--- config.mk ---
export PLATFORM = sky130hd
export DESIGN_NAME = tpm_channel
export DESIGN_NICKNAME = d
export VERILOG_FILES = /design/src/verilog/tpm_pkg.sv /design/src/verilog/tpm_channel.sv /design/src/verilog/tpm_count_src.sv
export SDC_FILE = /design/constraint.sdc
export NUM_CORES = 1
export LEC_CHECK = 0
export BUFFER_PORTS_ARGS = -buffer_cell sky130_fd_sc_hd__buf_2
export CORE_UTILIZATION = 45
export DETAILED_ROUTE_END_ITERATION = 10
export PLACE_DENSITY = 0.65
export SYNTH_ARGS = -nofsm -noshare
export SYNTH_HDL_FRONTEND = slang
export SYNTH_HIERARCHICAL = 1
export SYNTH_SLANG_ARGS = --single-unit
--- constraint.sdc ---
create_clock -name MCLK_I -period 3.7 [get_ports MCLK_I]
set_input_delay 0.555 -clock MCLK_I [delete_from_list [all_inputs] [get_ports MCLK_I]]
set_output_delay 0.555 -clock MCLK_I [all_outputs]
set_load 0.02 [all_outputs]
--- src/verilog/tpm_pkg.sv ---
// shared constants and types for the pwm timer channel
package tpm_pkg;

  // ----------------------------------------------------------------
  // waveform geometry
  // ----------------------------------------------------------------
  localparam logic [15:0] TPM_PERIOD16 = 16'hFFFF; // 2^16 - 1 steps
  localparam logic [15:0] TPM_PERIOD8  = 16'h00FF; // 2^8 - 1 steps
  localparam int          TPM_HI_BYTE  = 8;        // pulse count in 8-bit mode
  localparam logic [15:0] TPM_RST_RELOAD = 16'h0000;

  // ----------------------------------------------------------------
  // count source selection codes
  // ----------------------------------------------------------------
  localparam logic [1:0] TPM_ALT_F1 = 2'h0;
  localparam logic [1:0] TPM_ALT_F8 = 2'h1;
  localparam logic [1:0] TPM_ALT_F32 = 2'h2;
  localparam logic [1:0] TPM_ALT_F64 = 2'h3;
  localparam logic [2:0] TPM_OPT_SLOW = 3'h5;
  localparam logic [2:0] TPM_OPT_SUB32 = 3'h6;
  localparam logic [4:0] TPM_SUB_DIV_LAST = 5'h1F; // subclock / 32

  // ----------------------------------------------------------------
  // trigger source codes (high bit, low bit)
  // ----------------------------------------------------------------
  localparam logic [1:0] TPM_TRG_PIN = 2'h0;
  localparam logic [1:0] TPM_TRG_OTHER = 2'h1;
  localparam logic [1:0] TPM_TRG_PREV = 2'h2;
  localparam logic [1:0] TPM_TRG_NEXT = 2'h3;

  typedef enum logic [1:0] {
    TPM_IDLE  = 2'b00,
    TPM_ARMED = 2'b01,
    TPM_COUNT = 2'b10
  } tpm_state_t;

endpackage : tpm_pkg
--- src/verilog/tpm_channel.sv ---
// pwm mode of a down-counting timer channel, with start and output logic

// What this block does
// - counts one selected source: timer clock /1 or /2, /8, /32, /64, slow osc, sub/32
// - counter decrements; runs as 16-bit or 8-bit pulse width modulator
// - every rising pulse edge reloads the counter and counting continues
// - once counting, further triggers have no effect at all
// - 16-bit mode: high time is n count source periods
// - 16-bit mode: period is fixed at 65535 count source periods
// - 8-bit mode: high time is upper byte n times (m+1) periods
// - 8-bit mode: period is 255 times (m+1) periods, m the lower byte
// - with no trigger selected, counting starts when the run bit is 1
// - with pin trigger selected, a pin trigger starts counting while run bit is 1
// - other-family timer, previous or next channel underflow may start counting
// - counting stops only when software clears the run bit
// - interrupt request on each counted falling edge of the pulse; a stop clears the pulse without one
// - reading the count register gives an undefined value
// - stopped write loads reload and counter; running write loads reload only
// - inverted polarity drives the output pin high while stopped
// - trigger pin is the source only when trigger select bits are 00b
// - waveform reaches the pin only when pulse output enable is 1
// - normal source choice applies only while the option disable bit is 0
// - prescale select bit picks undivided or half timer clock as lowest source
module tpm_channel
  import tpm_pkg::*;
(
  input  wire logic        MCLK_I,
  input  wire logic        SYS_RST_I,
  input  wire logic        PRESCALE_SEL_I,
  input  wire logic        SRC_OPT_DIS_I,
  input  wire logic [1:0]  ALT_SRC_SEL_I,
  input  wire logic [2:0]  OPT_SRC_SEL_I,
  input  wire logic        SLOW_OSC_CLK_I,
  input  wire logic        SUBCLK_I,
  input  wire logic        RUN_BIT_I,
  input  wire logic        MODE_8BIT_I,
  input  wire logic        TRIG_ENABLE_I,
  input  wire logic [1:0]  TRIG_SEL_I,
  input  wire logic        TRIG_IN_I,
  input  wire logic        OTHER_UFLOW_I,
  input  wire logic        PREV_UFLOW_I,
  input  wire logic        NEXT_UFLOW_I,
  input  wire logic        WR_STB_I,
  input  wire logic [15:0] WR_DATA_I,
  input  wire logic        PULSE_OUT_EN_I,
  input  wire logic        POL_INV_I,
  output logic             PULSE_OUT_O,
  output logic             PULSE_OE_N_O,
  output logic             IRQ_O,
  output logic             RUNNING_O,
  output logic [15:0]      RD_DATA_O
);

  // ----------------------------------------------------------------
  // count source
  // ----------------------------------------------------------------
  logic tick;

  tpm_count_src u_src (
    .clk_i          (MCLK_I),
    .rst_i          (SYS_RST_I),
    .prescale_sel_i (PRESCALE_SEL_I),
    .src_opt_dis_i  (SRC_OPT_DIS_I),
    .alt_src_sel_i  (ALT_SRC_SEL_I),
    .opt_src_sel_i  (OPT_SRC_SEL_I),
    .slow_osc_i     (SLOW_OSC_CLK_I),
    .subclk_i       (SUBCLK_I),
    .tick_o         (tick)
  );

  // ----------------------------------------------------------------
  // declarations
  // ----------------------------------------------------------------
  tpm_state_t  state_r;
  tpm_state_t  state_nxt;
  logic [15:0] reload_r;
  logic [15:0] per_r;
  logic [15:0] wid_r;
  logic [15:0] wid_ld_r;
  logic [7:0]  pre_r;
  logic [7:0]  pre_ld_r;
  logic        pwm_r;
  logic        trig_q_r;
  logic        trig_ev;
  logic        start_ev;
  logic        step_ev;
  logic        reload_ev;
  logic        fall_ev;
  logic        counting;
  logic [15:0] period_v;
  logic [15:0] width_v;
  logic [7:0]  presc_v;

  assign counting = (state_r == TPM_COUNT);

  // ----------------------------------------------------------------
  // trigger selection
  // ----------------------------------------------------------------
  // pin trigger is taken on its rising edge; the pin is synchronous
  always_ff @(posedge MCLK_I) begin
    if (SYS_RST_I) begin
      trig_q_r <= 1'b0;
    end else begin
      trig_q_r <= TRIG_IN_I;
    end
  end

  always_comb begin
    case (TRIG_SEL_I)
      TPM_TRG_PIN:   trig_ev = TRIG_IN_I & ~trig_q_r;
      TPM_TRG_OTHER: trig_ev = OTHER_UFLOW_I;
      TPM_TRG_PREV:  trig_ev = PREV_UFLOW_I;
      TPM_TRG_NEXT:  trig_ev = NEXT_UFLOW_I;
      default:       trig_ev = 1'b0;
    endcase
  end

  // ----------------------------------------------------------------
  // run control
  // ----------------------------------------------------------------
  always_comb begin
    state_nxt = state_r;
    case (state_r)
      TPM_IDLE: begin
        if (RUN_BIT_I) begin
          state_nxt = TRIG_ENABLE_I ? TPM_ARMED : TPM_COUNT;
        end
      end
      TPM_ARMED: begin
        if (!RUN_BIT_I) begin
          state_nxt = TPM_IDLE;
        end else if (!TRIG_ENABLE_I || trig_ev) begin
          state_nxt = TPM_COUNT;
        end
      end
      TPM_COUNT: begin
        // trigger deliberately not looked at here
        if (!RUN_BIT_I) begin
          state_nxt = TPM_IDLE;
        end
      end
      default: state_nxt = TPM_IDLE;
    endcase
  end

  always_ff @(posedge MCLK_I) begin
    if (SYS_RST_I) begin
      state_r <= TPM_IDLE;
    end else begin
      state_r <= state_nxt;
    end
  end

  assign start_ev = !counting && (state_nxt == TPM_COUNT);

  // ----------------------------------------------------------------
  // mode geometry
  // ----------------------------------------------------------------
  always_comb begin
    if (MODE_8BIT_I) begin
      period_v = TPM_PERIOD8;
      width_v  = {8'h00, reload_r[15:TPM_HI_BYTE]};
      presc_v  = reload_r[TPM_HI_BYTE-1:0];
    end else begin
      period_v = TPM_PERIOD16;
      width_v  = reload_r;
      presc_v  = 8'h00;
    end
  end

  // a step is one source period in 16-bit mode, m+1 periods in 8-bit
  assign step_ev   = counting && tick && (!MODE_8BIT_I || pre_r == 8'h00);
  assign reload_ev = step_ev && (per_r == 16'h0000);
  assign fall_ev   = step_ev && !reload_ev && pwm_r && (wid_r == 16'h0001);

  // ----------------------------------------------------------------
  // reload register
  // ----------------------------------------------------------------
  // stopped writes also reach the counter, since a start loads from here
  always_ff @(posedge MCLK_I) begin
    if (SYS_RST_I) begin
      reload_r <= TPM_RST_RELOAD;
    end else if (WR_STB_I) begin
      reload_r <= WR_DATA_I;
    end
  end

  // ----------------------------------------------------------------
  // counters
  // ----------------------------------------------------------------
  always_ff @(posedge MCLK_I) begin
    if (SYS_RST_I) begin
      per_r    <= 16'h0000;
      wid_r    <= 16'h0000;
      wid_ld_r <= 16'h0000;
      pre_r    <= 8'h00;
      pre_ld_r <= 8'h00;
    end else if (start_ev || reload_ev) begin
      per_r    <= period_v - 16'h0001;
      wid_r    <= width_v;
      wid_ld_r <= width_v;
      pre_r    <= presc_v;
      pre_ld_r <= presc_v;
    end else if (!counting && WR_STB_I) begin
      wid_r    <= MODE_8BIT_I ? {8'h00, WR_DATA_I[15:TPM_HI_BYTE]} : WR_DATA_I;
      wid_ld_r <= wid_ld_r;
    end else if (counting && tick) begin
      if (MODE_8BIT_I) begin
        // prescaler reloads from latched m: a running write waits for the next reload
        pre_r <= (pre_r == 8'h00) ? pre_ld_r : pre_r - 8'h01;
      end
      if (step_ev) begin
        per_r <= per_r - 16'h0001;
        if (wid_r != 16'h0000) begin
          wid_r <= wid_r - 16'h0001;
        end
      end
    end
  end

  // ----------------------------------------------------------------
  // pulse level
  // ----------------------------------------------------------------
  always_ff @(posedge MCLK_I) begin
    if (SYS_RST_I) begin
      pwm_r <= 1'b0;
    end else if (state_nxt != TPM_COUNT) begin
      pwm_r <= 1'b0;
    end else if (start_ev || reload_ev) begin
      pwm_r <= (width_v != 16'h0000);
    end else if (fall_ev) begin
      pwm_r <= 1'b0;
    end
  end

  // ----------------------------------------------------------------
  // outputs
  // ----------------------------------------------------------------
  // stopping clears pwm_r without a falling-edge request
  always_ff @(posedge MCLK_I) begin
    if (SYS_RST_I) begin
      IRQ_O <= 1'b0;
    end else begin
      IRQ_O <= fall_ev && RUN_BIT_I;
    end
  end

  // pin is released, not driven, while the pulse output is disabled
  always_ff @(posedge MCLK_I) begin
    if (SYS_RST_I) begin
      PULSE_OUT_O  <= 1'b0;
      PULSE_OE_N_O <= 1'b1;
    end else begin
      PULSE_OUT_O  <= PULSE_OUT_EN_I & (pwm_r ^ POL_INV_I);
      PULSE_OE_N_O <= ~PULSE_OUT_EN_I;
    end
  end

  // read value carries no meaning in this mode; software must ignore it
  always_ff @(posedge MCLK_I) begin
    if (SYS_RST_I) begin
      RD_DATA_O <= 16'h0000;
      RUNNING_O <= 1'b0;
    end else begin
      RD_DATA_O <= per_r;
      RUNNING_O <= counting;
    end
  end

  // ----------------------------------------------------------------
  // checks
  // ----------------------------------------------------------------
  logic [15:0] hi_cnt_r;
  logic [15:0] stp_cnt_r;

  always_ff @(posedge MCLK_I) begin
    if (SYS_RST_I || start_ev || reload_ev) begin
      hi_cnt_r  <= 16'h0000;
      stp_cnt_r <= 16'h0000;
    end else if (step_ev) begin
      stp_cnt_r <= stp_cnt_r + 16'h0001;
      if (pwm_r) begin
        hi_cnt_r <= hi_cnt_r + 16'h0001;
      end
    end
  end
endmodule : tpm_channel

--- src/verilog/tpm_count_src.sv ---
// count source tick generator for the pwm timer channel
module tpm_count_src
  import tpm_pkg::*;
(
  input  wire logic       clk_i,
  input  wire logic       rst_i,
  input  wire logic       prescale_sel_i,
  input  wire logic       src_opt_dis_i,
  input  wire logic [1:0] alt_src_sel_i,
  input  wire logic [2:0] opt_src_sel_i,
  input  wire logic       slow_osc_i,
  input  wire logic       subclk_i,
  output logic            tick_o
);

  logic [5:0] div_r;
  logic [4:0] sub_div_r;
  logic       slow_q_r;
  logic       sub_q_r;
  logic       slow_rise;
  logic       sub_rise;
  logic       tick_nxt;

  assign slow_rise = slow_osc_i & ~slow_q_r;
  assign sub_rise  = subclk_i & ~sub_q_r;

  always_ff @(posedge clk_i) begin
    if (rst_i) begin
      div_r <= 6'h00;
    end else begin
      div_r <= div_r + 6'h01;
    end
  end

  // slow clocks arrive as synchronous levels; edges become ticks
  always_ff @(posedge clk_i) begin
    if (rst_i) begin
      slow_q_r  <= 1'b0;
      sub_q_r   <= 1'b0;
      sub_div_r <= 5'h00;
    end else begin
      slow_q_r <= slow_osc_i;
      sub_q_r  <= subclk_i;
      if (sub_rise) begin
        sub_div_r <= sub_div_r + 5'h01;
      end
    end
  end

  always_comb begin
    tick_nxt = 1'b0;
    if (!src_opt_dis_i) begin
      case (alt_src_sel_i)
        TPM_ALT_F1:  tick_nxt = prescale_sel_i ? div_r[0] : 1'b1;
        TPM_ALT_F8:  tick_nxt = &div_r[2:0];
        TPM_ALT_F32: tick_nxt = &div_r[4:0];
        TPM_ALT_F64: tick_nxt = &div_r;
        default:     tick_nxt = 1'b0;
      endcase
    end else begin
      case (opt_src_sel_i)
        TPM_OPT_SLOW:  tick_nxt = slow_rise;
        TPM_OPT_SUB32: tick_nxt = sub_rise && (sub_div_r == TPM_SUB_DIV_LAST);
        default:       tick_nxt = 1'b0; // unused codes give no source
      endcase
    end
  end

  always_ff @(posedge clk_i) begin
    if (rst_i) begin
      tick_o <= 1'b0;
    end else begin
      tick_o <= tick_nxt;
    end
  end

endmodule : tpm_count_src

* After elaboration in Yosys (flattened, before gate mapping)
Index checks and enable logic that the tools add are counted.
** Word-level totals
- Bits in registers :: 102
- Output and inout bits :: 20
- Bits of input ports :: 39
- Word-level logic and storage cells :: 117
- Latch bits :: 0
- Memories :: 0
- Bits in writable memories :: 0
- Bits in read-only memories :: 0
** Cells by class
- Shift operators :: 0
- Multiplexer cells :: 31
- Divide/modulo/power cells :: 0
- Bitwise operators :: 9
- $lt $le $gt $ge :: 0
- Reduce and logical (&&, ||, !) cells :: 38
- $mul :: 0
- Equal/unequal tests :: 15
- $add $sub $neg :: 6
** Operators with widths (number)
- 16-bit 2-to-1 mux :: 12
- 8-bit 2-to-1 mux :: 6
- 16-bit by 1-bit subtractor with 16-bit output, second input constant :: 3
- 16-bit nonzero test :: 2
- 16-bit by 1-bit equality test with 1-bit output, second input constant :: 1
- 16-bit logical NOT :: 1
- 2-bit equality test, second input constant :: 6
- 3-bit AND reduction :: 4
- 1-bit logical AND :: 10
- 2-bit 2-to-1 mux :: 5
- 3-bit nonzero test :: 3
- 8-bit logical NOT :: 1
- 1-bit case mux with 4 select lines :: 2
- 2-bit nonzero test :: 4
- 8-bit by 1-bit subtractor with 8-bit output, second input constant :: 1
- 6-bit by 1-bit adder with 6-bit output, second input constant :: 1
- 2-bit by 1-bit equality test with 1-bit output, second input constant :: 3
- 3-bit equality test, second input constant :: 2
- 2-bit logical NOT :: 3
- 2-bit case mux with 3 select lines :: 1
- 6-bit AND reduction :: 1
- 5-bit by 1-bit adder with 5-bit output, second input constant :: 1
- 5-bit equality test, second input constant :: 1
- 5-bit AND reduction :: 1
- other kinds (9) :: 24

* Depth between registers and ports, before layout
- Depth in word-level cells :: 12
- Gate-level depth with buffers :: 15
- Depth with buffers taken out :: 13

* Modules after synthesis
Netlist, hierarchy kept.
** By module, submodules not included
- tpm_channel :: area each 4625.7 µm², cells each 552, times used 1, seq. area each 1761.7 µm²
- tpm_count_src :: area each 618.1 µm², cells each 64, times used 1, seq. area each 280.3 µm²

* Least setup slack after synthesis
OpenSTA, ideal clock, no wires.
- Kind :: input-to-reg
- Start point :: in MODE_8BIT_I
- End point :: reg per_r[12]
- Buffers on the path :: 2
- Setup slack :: 759 ps
- Data required time :: 3624 ps
- Stages :: 14
- Data arrival time :: 2865 ps
- Setup time :: 76 ps
- Cell sequence :: clkbuf_1 > clkinv_1 > a31o_2 > nand4_2 > nand2_1 > buf_2 > nor2_1 > ha_1 > nand2b_1 > nor3_1 > nand2_1 > a21oi_1 > o22ai_1 > a21boi_0
** Between the ends
- Longest elaborated chain between the ends :: 7
- Elaborated cells between the ends (all ways) :: 12
- Classes of those cells :: add/sub (1); eq/ne (1); mux (2); reduce/logical (8)
** RTL lines
- from (decl) :: line tpm_channel.sv:36 : input wire logic MODE_8BIT_I,
- branches (longest 7 deep; another with 16-bit by 1-bit subtractor with 16-bit output)
- to (signal assigned) :: line tpm_channel.sv:199 : per_r <= period_v - 16'h0001;
- to (signal assigned) :: line tpm_channel.sv:213 : per_r <= per_r - 16'h0001;
- to (decl) :: line tpm_channel.sv:77 : logic [15:0] per_r;
Parallel ways; which one is timed is not known.
A chain may end at the register's enable or synchronous reset.

* Worst setup path after layout
- Start point :: reg per_r[3]
- End point :: reg pre_r[7]
** Between the ends
- Longest elaborated chain between the ends :: 5
- Elaborated cells between the ends (all ways) :: 8
- Classes of those cells :: eq/ne (1); mux (1); reduce/logical (6)
** RTL lines
- 16-bit logical NOT * :: line tpm_channel.sv:173 : assign reload_ev = step_ev && (per_r == 16'h0000);
- 1-bit logical AND * :: line tpm_channel.sv:173
- 1-bit logical OR * :: line tpm_channel.sv:198 : end else if (start_ev || reload_ev) begin
- 2-bit != test (no source line) or 2-bit nonzero test (tied branches)
- 3-bit AND reduction (no source line)
- to (signal assigned) :: line tpm_channel.sv:202 : pre_r <= presc_v;
- to (signal assigned) :: line tpm_channel.sv:210 : pre_r <= (pre_r == 8'h00) ? pre_ld_r : pre_r - 8'h01;
- to (decl) :: line tpm_channel.sv:80 : logic [7:0] pre_r;
Mark *: on every way between the ends. The rest lies on a longest branch, timed or not.

==> key figures <==
Setup path
  – CP max-delay cell: a21oi_1
  – Worst EP arrival: roughly 3.4 ns
  – Crit-path leading delay family: simple AND/OR/NAND/NOR gates
  – Critical path's largest stage delay: slightly below 0.9 ns
  – Worst setup SP type: flop
  – Crit end category: flop
  – Worst-path fanout max: 12
  – Worst R2R Setup Slack: roughly 0.59 ns
  – Setup CP Type: flop to flop
  – Req. time, crit path: 3.98 ns
  – Cells on worst reg2reg path: 6
  – R2r endpoint: pre_r[7]
  – Worst R2R Start: per_r[3]
  – Cell Chain, Critical Path: or3_1 -> nor3_4 -> nand4_2 -> a21oi_1 -> nand2_1 -> a311oi_1
  – Worst path buffer plus inverter count: 0

Power and ir drop
  – Max IR drop VDD: 0.000390 V
  – PwrDens: 489 nW/µm²
  – Leakage: 2.39 nW

Synthesis
  – Synth cell types: 72
  – Post-synthesis mux area share: 6.70%
  – Async set-reset flop share out of synthesis: 0%
  – Syn Area/Cell: 8.51 µm²
  – Yosys warns: 6
  – Syn nets: 664
  – Synth Flop Type: dfxtp_1
  – Xor and xnor area share after synthesis: approximately 1.8%
  – EDFF count, synth: 0
  – Main combinational cell family by area after synthesis: simple AND/OR/NAND/NOR gates
  – Mapped Area: approximately 5200 µm²
  – Simple logic cell fraction of the synthesized area: approximately a quarter
  – Post-synthesis compound-gate area fraction: 22.0%
  – Share of the yosys chip area belonging to registers: 38.9%
  – Post-Synthesis Cells: between 600 and 700
  – #FFs+latches synth: 102
  – Adder-Cell Fraction of Synth Area: 2.15%

Finish
  – Fill cells: ~1100
  – Nets@finish: roughly 700
  – Fraction of layout cells with a size suffix above 1: 15.0%
  – Layout Cells excl Fill: between 800 and 900
  – Layout area overhead: 14.1%
  – Ant diodes: 0
  – Core Util, Final: 52.6%

Clocking
  – Clock root cell: clkbuf_16
  – Hold_buf cts: 0
  – CTS tree: yes
  – Num Clock Sinks: 102
  – Clk buf depth: 2
  – # Post-CTS Setup Buffers: 0
  – Num CTS Buffers: 9
  – Clk Latency, worst-skew pair: 0.36 ns
  – Clock-pin transition on the worst setup and hold timing paths: 0.07 ns
  – H-tree depth: 3
  – PostCTS Resize Cnt: 0

Global routing
  – Vias in the first global route: around 4500
  – Grt total ovfl: 0
  – Largest net degree at the start of global routing: 50
  – Total track usage: 24.8%
  – First-pass GRT wire length: 22400 µm
  – Initial antenna violation count: 0

Die
  – I/O Pins: 59
  – Site row count: 39
  – Die Y: 110 µm
  – Initial core utilization: 46.1%
  – Die Area: around 12000 µm²
  – Core area: roughly 11000 µm²
  – Die X: 110 µm

Drt
  – Total routed wirelength: 14000 µm
  – Routed len/inst: between 15 and 20 µm
  – DR vias: around 4800
  – DRC violations left: 0
  – Final ANT Viol Nets: 0
  – Vias/cell: 6.00
  – Drt pass-1 iters: 5
  – Number of DRC violations after detailed-routing iteration 0: 255

Placed design
  – HPWL Detailed: 9990 µm
  – IO Port Bufs: 58
  – GPL Wtd Cong: 0.918
  – Placed insts: 787

Worst hold path
  – Worst hold path class: input pin to flop
  – Hold Crit Depth: 2
  – Hold_sp: PULSE_OUT_EN_I
  – Hold endpoint: PULSE_OE_N_O

STA
  – Max-slew violations: 0
  – Total negative slack: 0 ns
  – Final worst path period need: between 3 and 4 ns
  – Final Hold Fails: 0
  – Slew at the pin closest to its max-slew limit: 0.994 ns
  – Unrepaired setup endpoints after global routing: false
  – Clk_skew: 0.00546 ns
  – Final Cycle Share: 84.0%
  – Final setup fails: 0
  – Slew margin rel.: 33.7%
  – F_max: 322 MHz

Job
  – Max-cap violations: 0

Run status
  – Status: finished clean
power breakdown:
| group | internal, mW | switching, mW |
|---|---|---|
| combinational | 0.214 | 0.335 |
| clock | 0.725 | 0.421 |
| sequential | 1.16 | 0.0691 |
cells in the mapped netlist (3+ instances only):
| cell | count | area, µm² |
|---|---|---|
| o211ai_1 | 6 | 45.0 |
| nor4_1 | 19 | 119 |
| nor3b_1 | 4 | 30.0 |
| nand3b_1 | 5 | 37.5 |
| nand2b_1 | 9 | 56.3 |
| a21oi_1 | 44 | 220 |
| mux2i_1 | 34 | 340 |
| buf_1 | 4 | 15.0 |
| clkbuf_1 | 25 | 93.8 |
| xnor2_1 | 6 | 52.6 |
| o311ai_0 | 6 | 52.6 |
| nand2_1 | 39 | 146 |
| a22oi_1 | 3 | 22.5 |
| or4_1 | 5 | 37.5 |
| dfxtp_1 | 102 | 2040 |
| inv_1 | 10 | 37.5 |
| o41a_1 | 3 | 33.8 |
| nor2b_1 | 27 | 169 |
| nand3_1 | 13 | 65.1 |
| or3_1 | 11 | 68.8 |
| nand4_1 | 5 | 31.3 |
| a31oi_1 | 7 | 43.8 |
| a32oi_1 | 4 | 35.0 |
| buf_2 | 8 | 40.0 |
| o211a_1 | 4 | 40.0 |
| a311oi_1 | 3 | 26.3 |
| o21ai_0 | 31 | 155 |
| buf_6 | 3 | 33.8 |
| xor2_1 | 5 | 43.8 |
| a211oi_1 | 11 | 82.6 |
| nor3_1 | 20 | 100 |
| ha_1 | 9 | 113 |
| nor2_1 | 70 | 263 |
| a32o_1 | 4 | 40.0 |
| o21a_1 | 9 | 67.6 |
| o22ai_1 | 3 | 18.8 |
flip-flops by register name, summed over array words and instances, names as in the netlist, 2 cells and up:
name,cells
reload_r,16
state_r,2
RD_DATA_O,16
wid_r,16
u_src/div_r,6
per_r,16
pre_ld_r,8
u_src/sub_div_r,5
pre_r,8
through the flow:
step	cell area, µm²	hold slack, ns	power, mW	worst slack [ns]
finish	5980	0.384	2.93	0.593
detailed placement	5620	0.449	1.79	0.631
CTS	5980	0.378	2.94	0.642
global placement	5620	0.442	1.78	0.705
floorplan	5240	0.436	1.65	0.759
global route	5980	0.390	3.06	0.358
placed cells by master, fill, tap and decap left out, drive strengths merged, types with 10 or more instances in the layout:
cell / Yosys / routed
a211oi: 14 / 14
a21oi: 44 / 44
buf: 15 / 69
dfxtp: 102 / 102
inv: 10 / 10
mux2i: 34 / 34
nand2: 39 / 39
nand2b: 10 / 10
nand3: 14 / 14
nor2: 70 / 70
nor2b: 27 / 27
nor3: 22 / 22
nor4: 19 / 19
o21ai: 33 / 33
or3: 11 / 11
kinds of logic (layout without fill, tap and decap cells):
logic type                 count (synthesis)  after routing
and+or+nand+nor                          242            242
AOI/OAI and AO/OA                        165            165
DFF                                      102            102
buffers and inverters                     52             95
muxes                                     35             35
xor gates and xnor gates                  11             11
adders and majority gates                  9              9
worst max path at each step:
stage | from | to | slack, ns | cells after the start
6_report | per_r[3] | pre_r[7] | 0.59 | 6
5_1_grt | per_r[3] | pre_r[7] | 0.36 | 6
3_5_place_dp | MODE_8BIT_I | per_r[12] | 0.63 | 14
2_1_floorplan | MODE_8BIT_I | per_r[12] | 0.76 | 14
4_1_cts | per_r[3] | pre_r[7] | 0.64 | 6
3_3_place_gp | per_r[3] | pre_r[7] | 0.70 | 6
metal layers:
layer | track usage [%] | part of all wire, %
met1 | 29.6 | 43
met2 | 40.8 | 48
met4 | 15.8 | 4.4
met5 | 0 | 0
met3 | 4.62 | 5.3
final cells by class:
cell class	count	area, µm²	share of cell area [%]
clock buffer	9	225	3.77
clock inverter	6	135	2.26
inverter	11	41.3	0.690
multi-input combinational	462	2970	49.7
sequential	102	2040	34.1
tap	143	179	2.99
timing repair buffer	69	385	6.44
No activity file was read; power rests on OpenSTA's default activity.
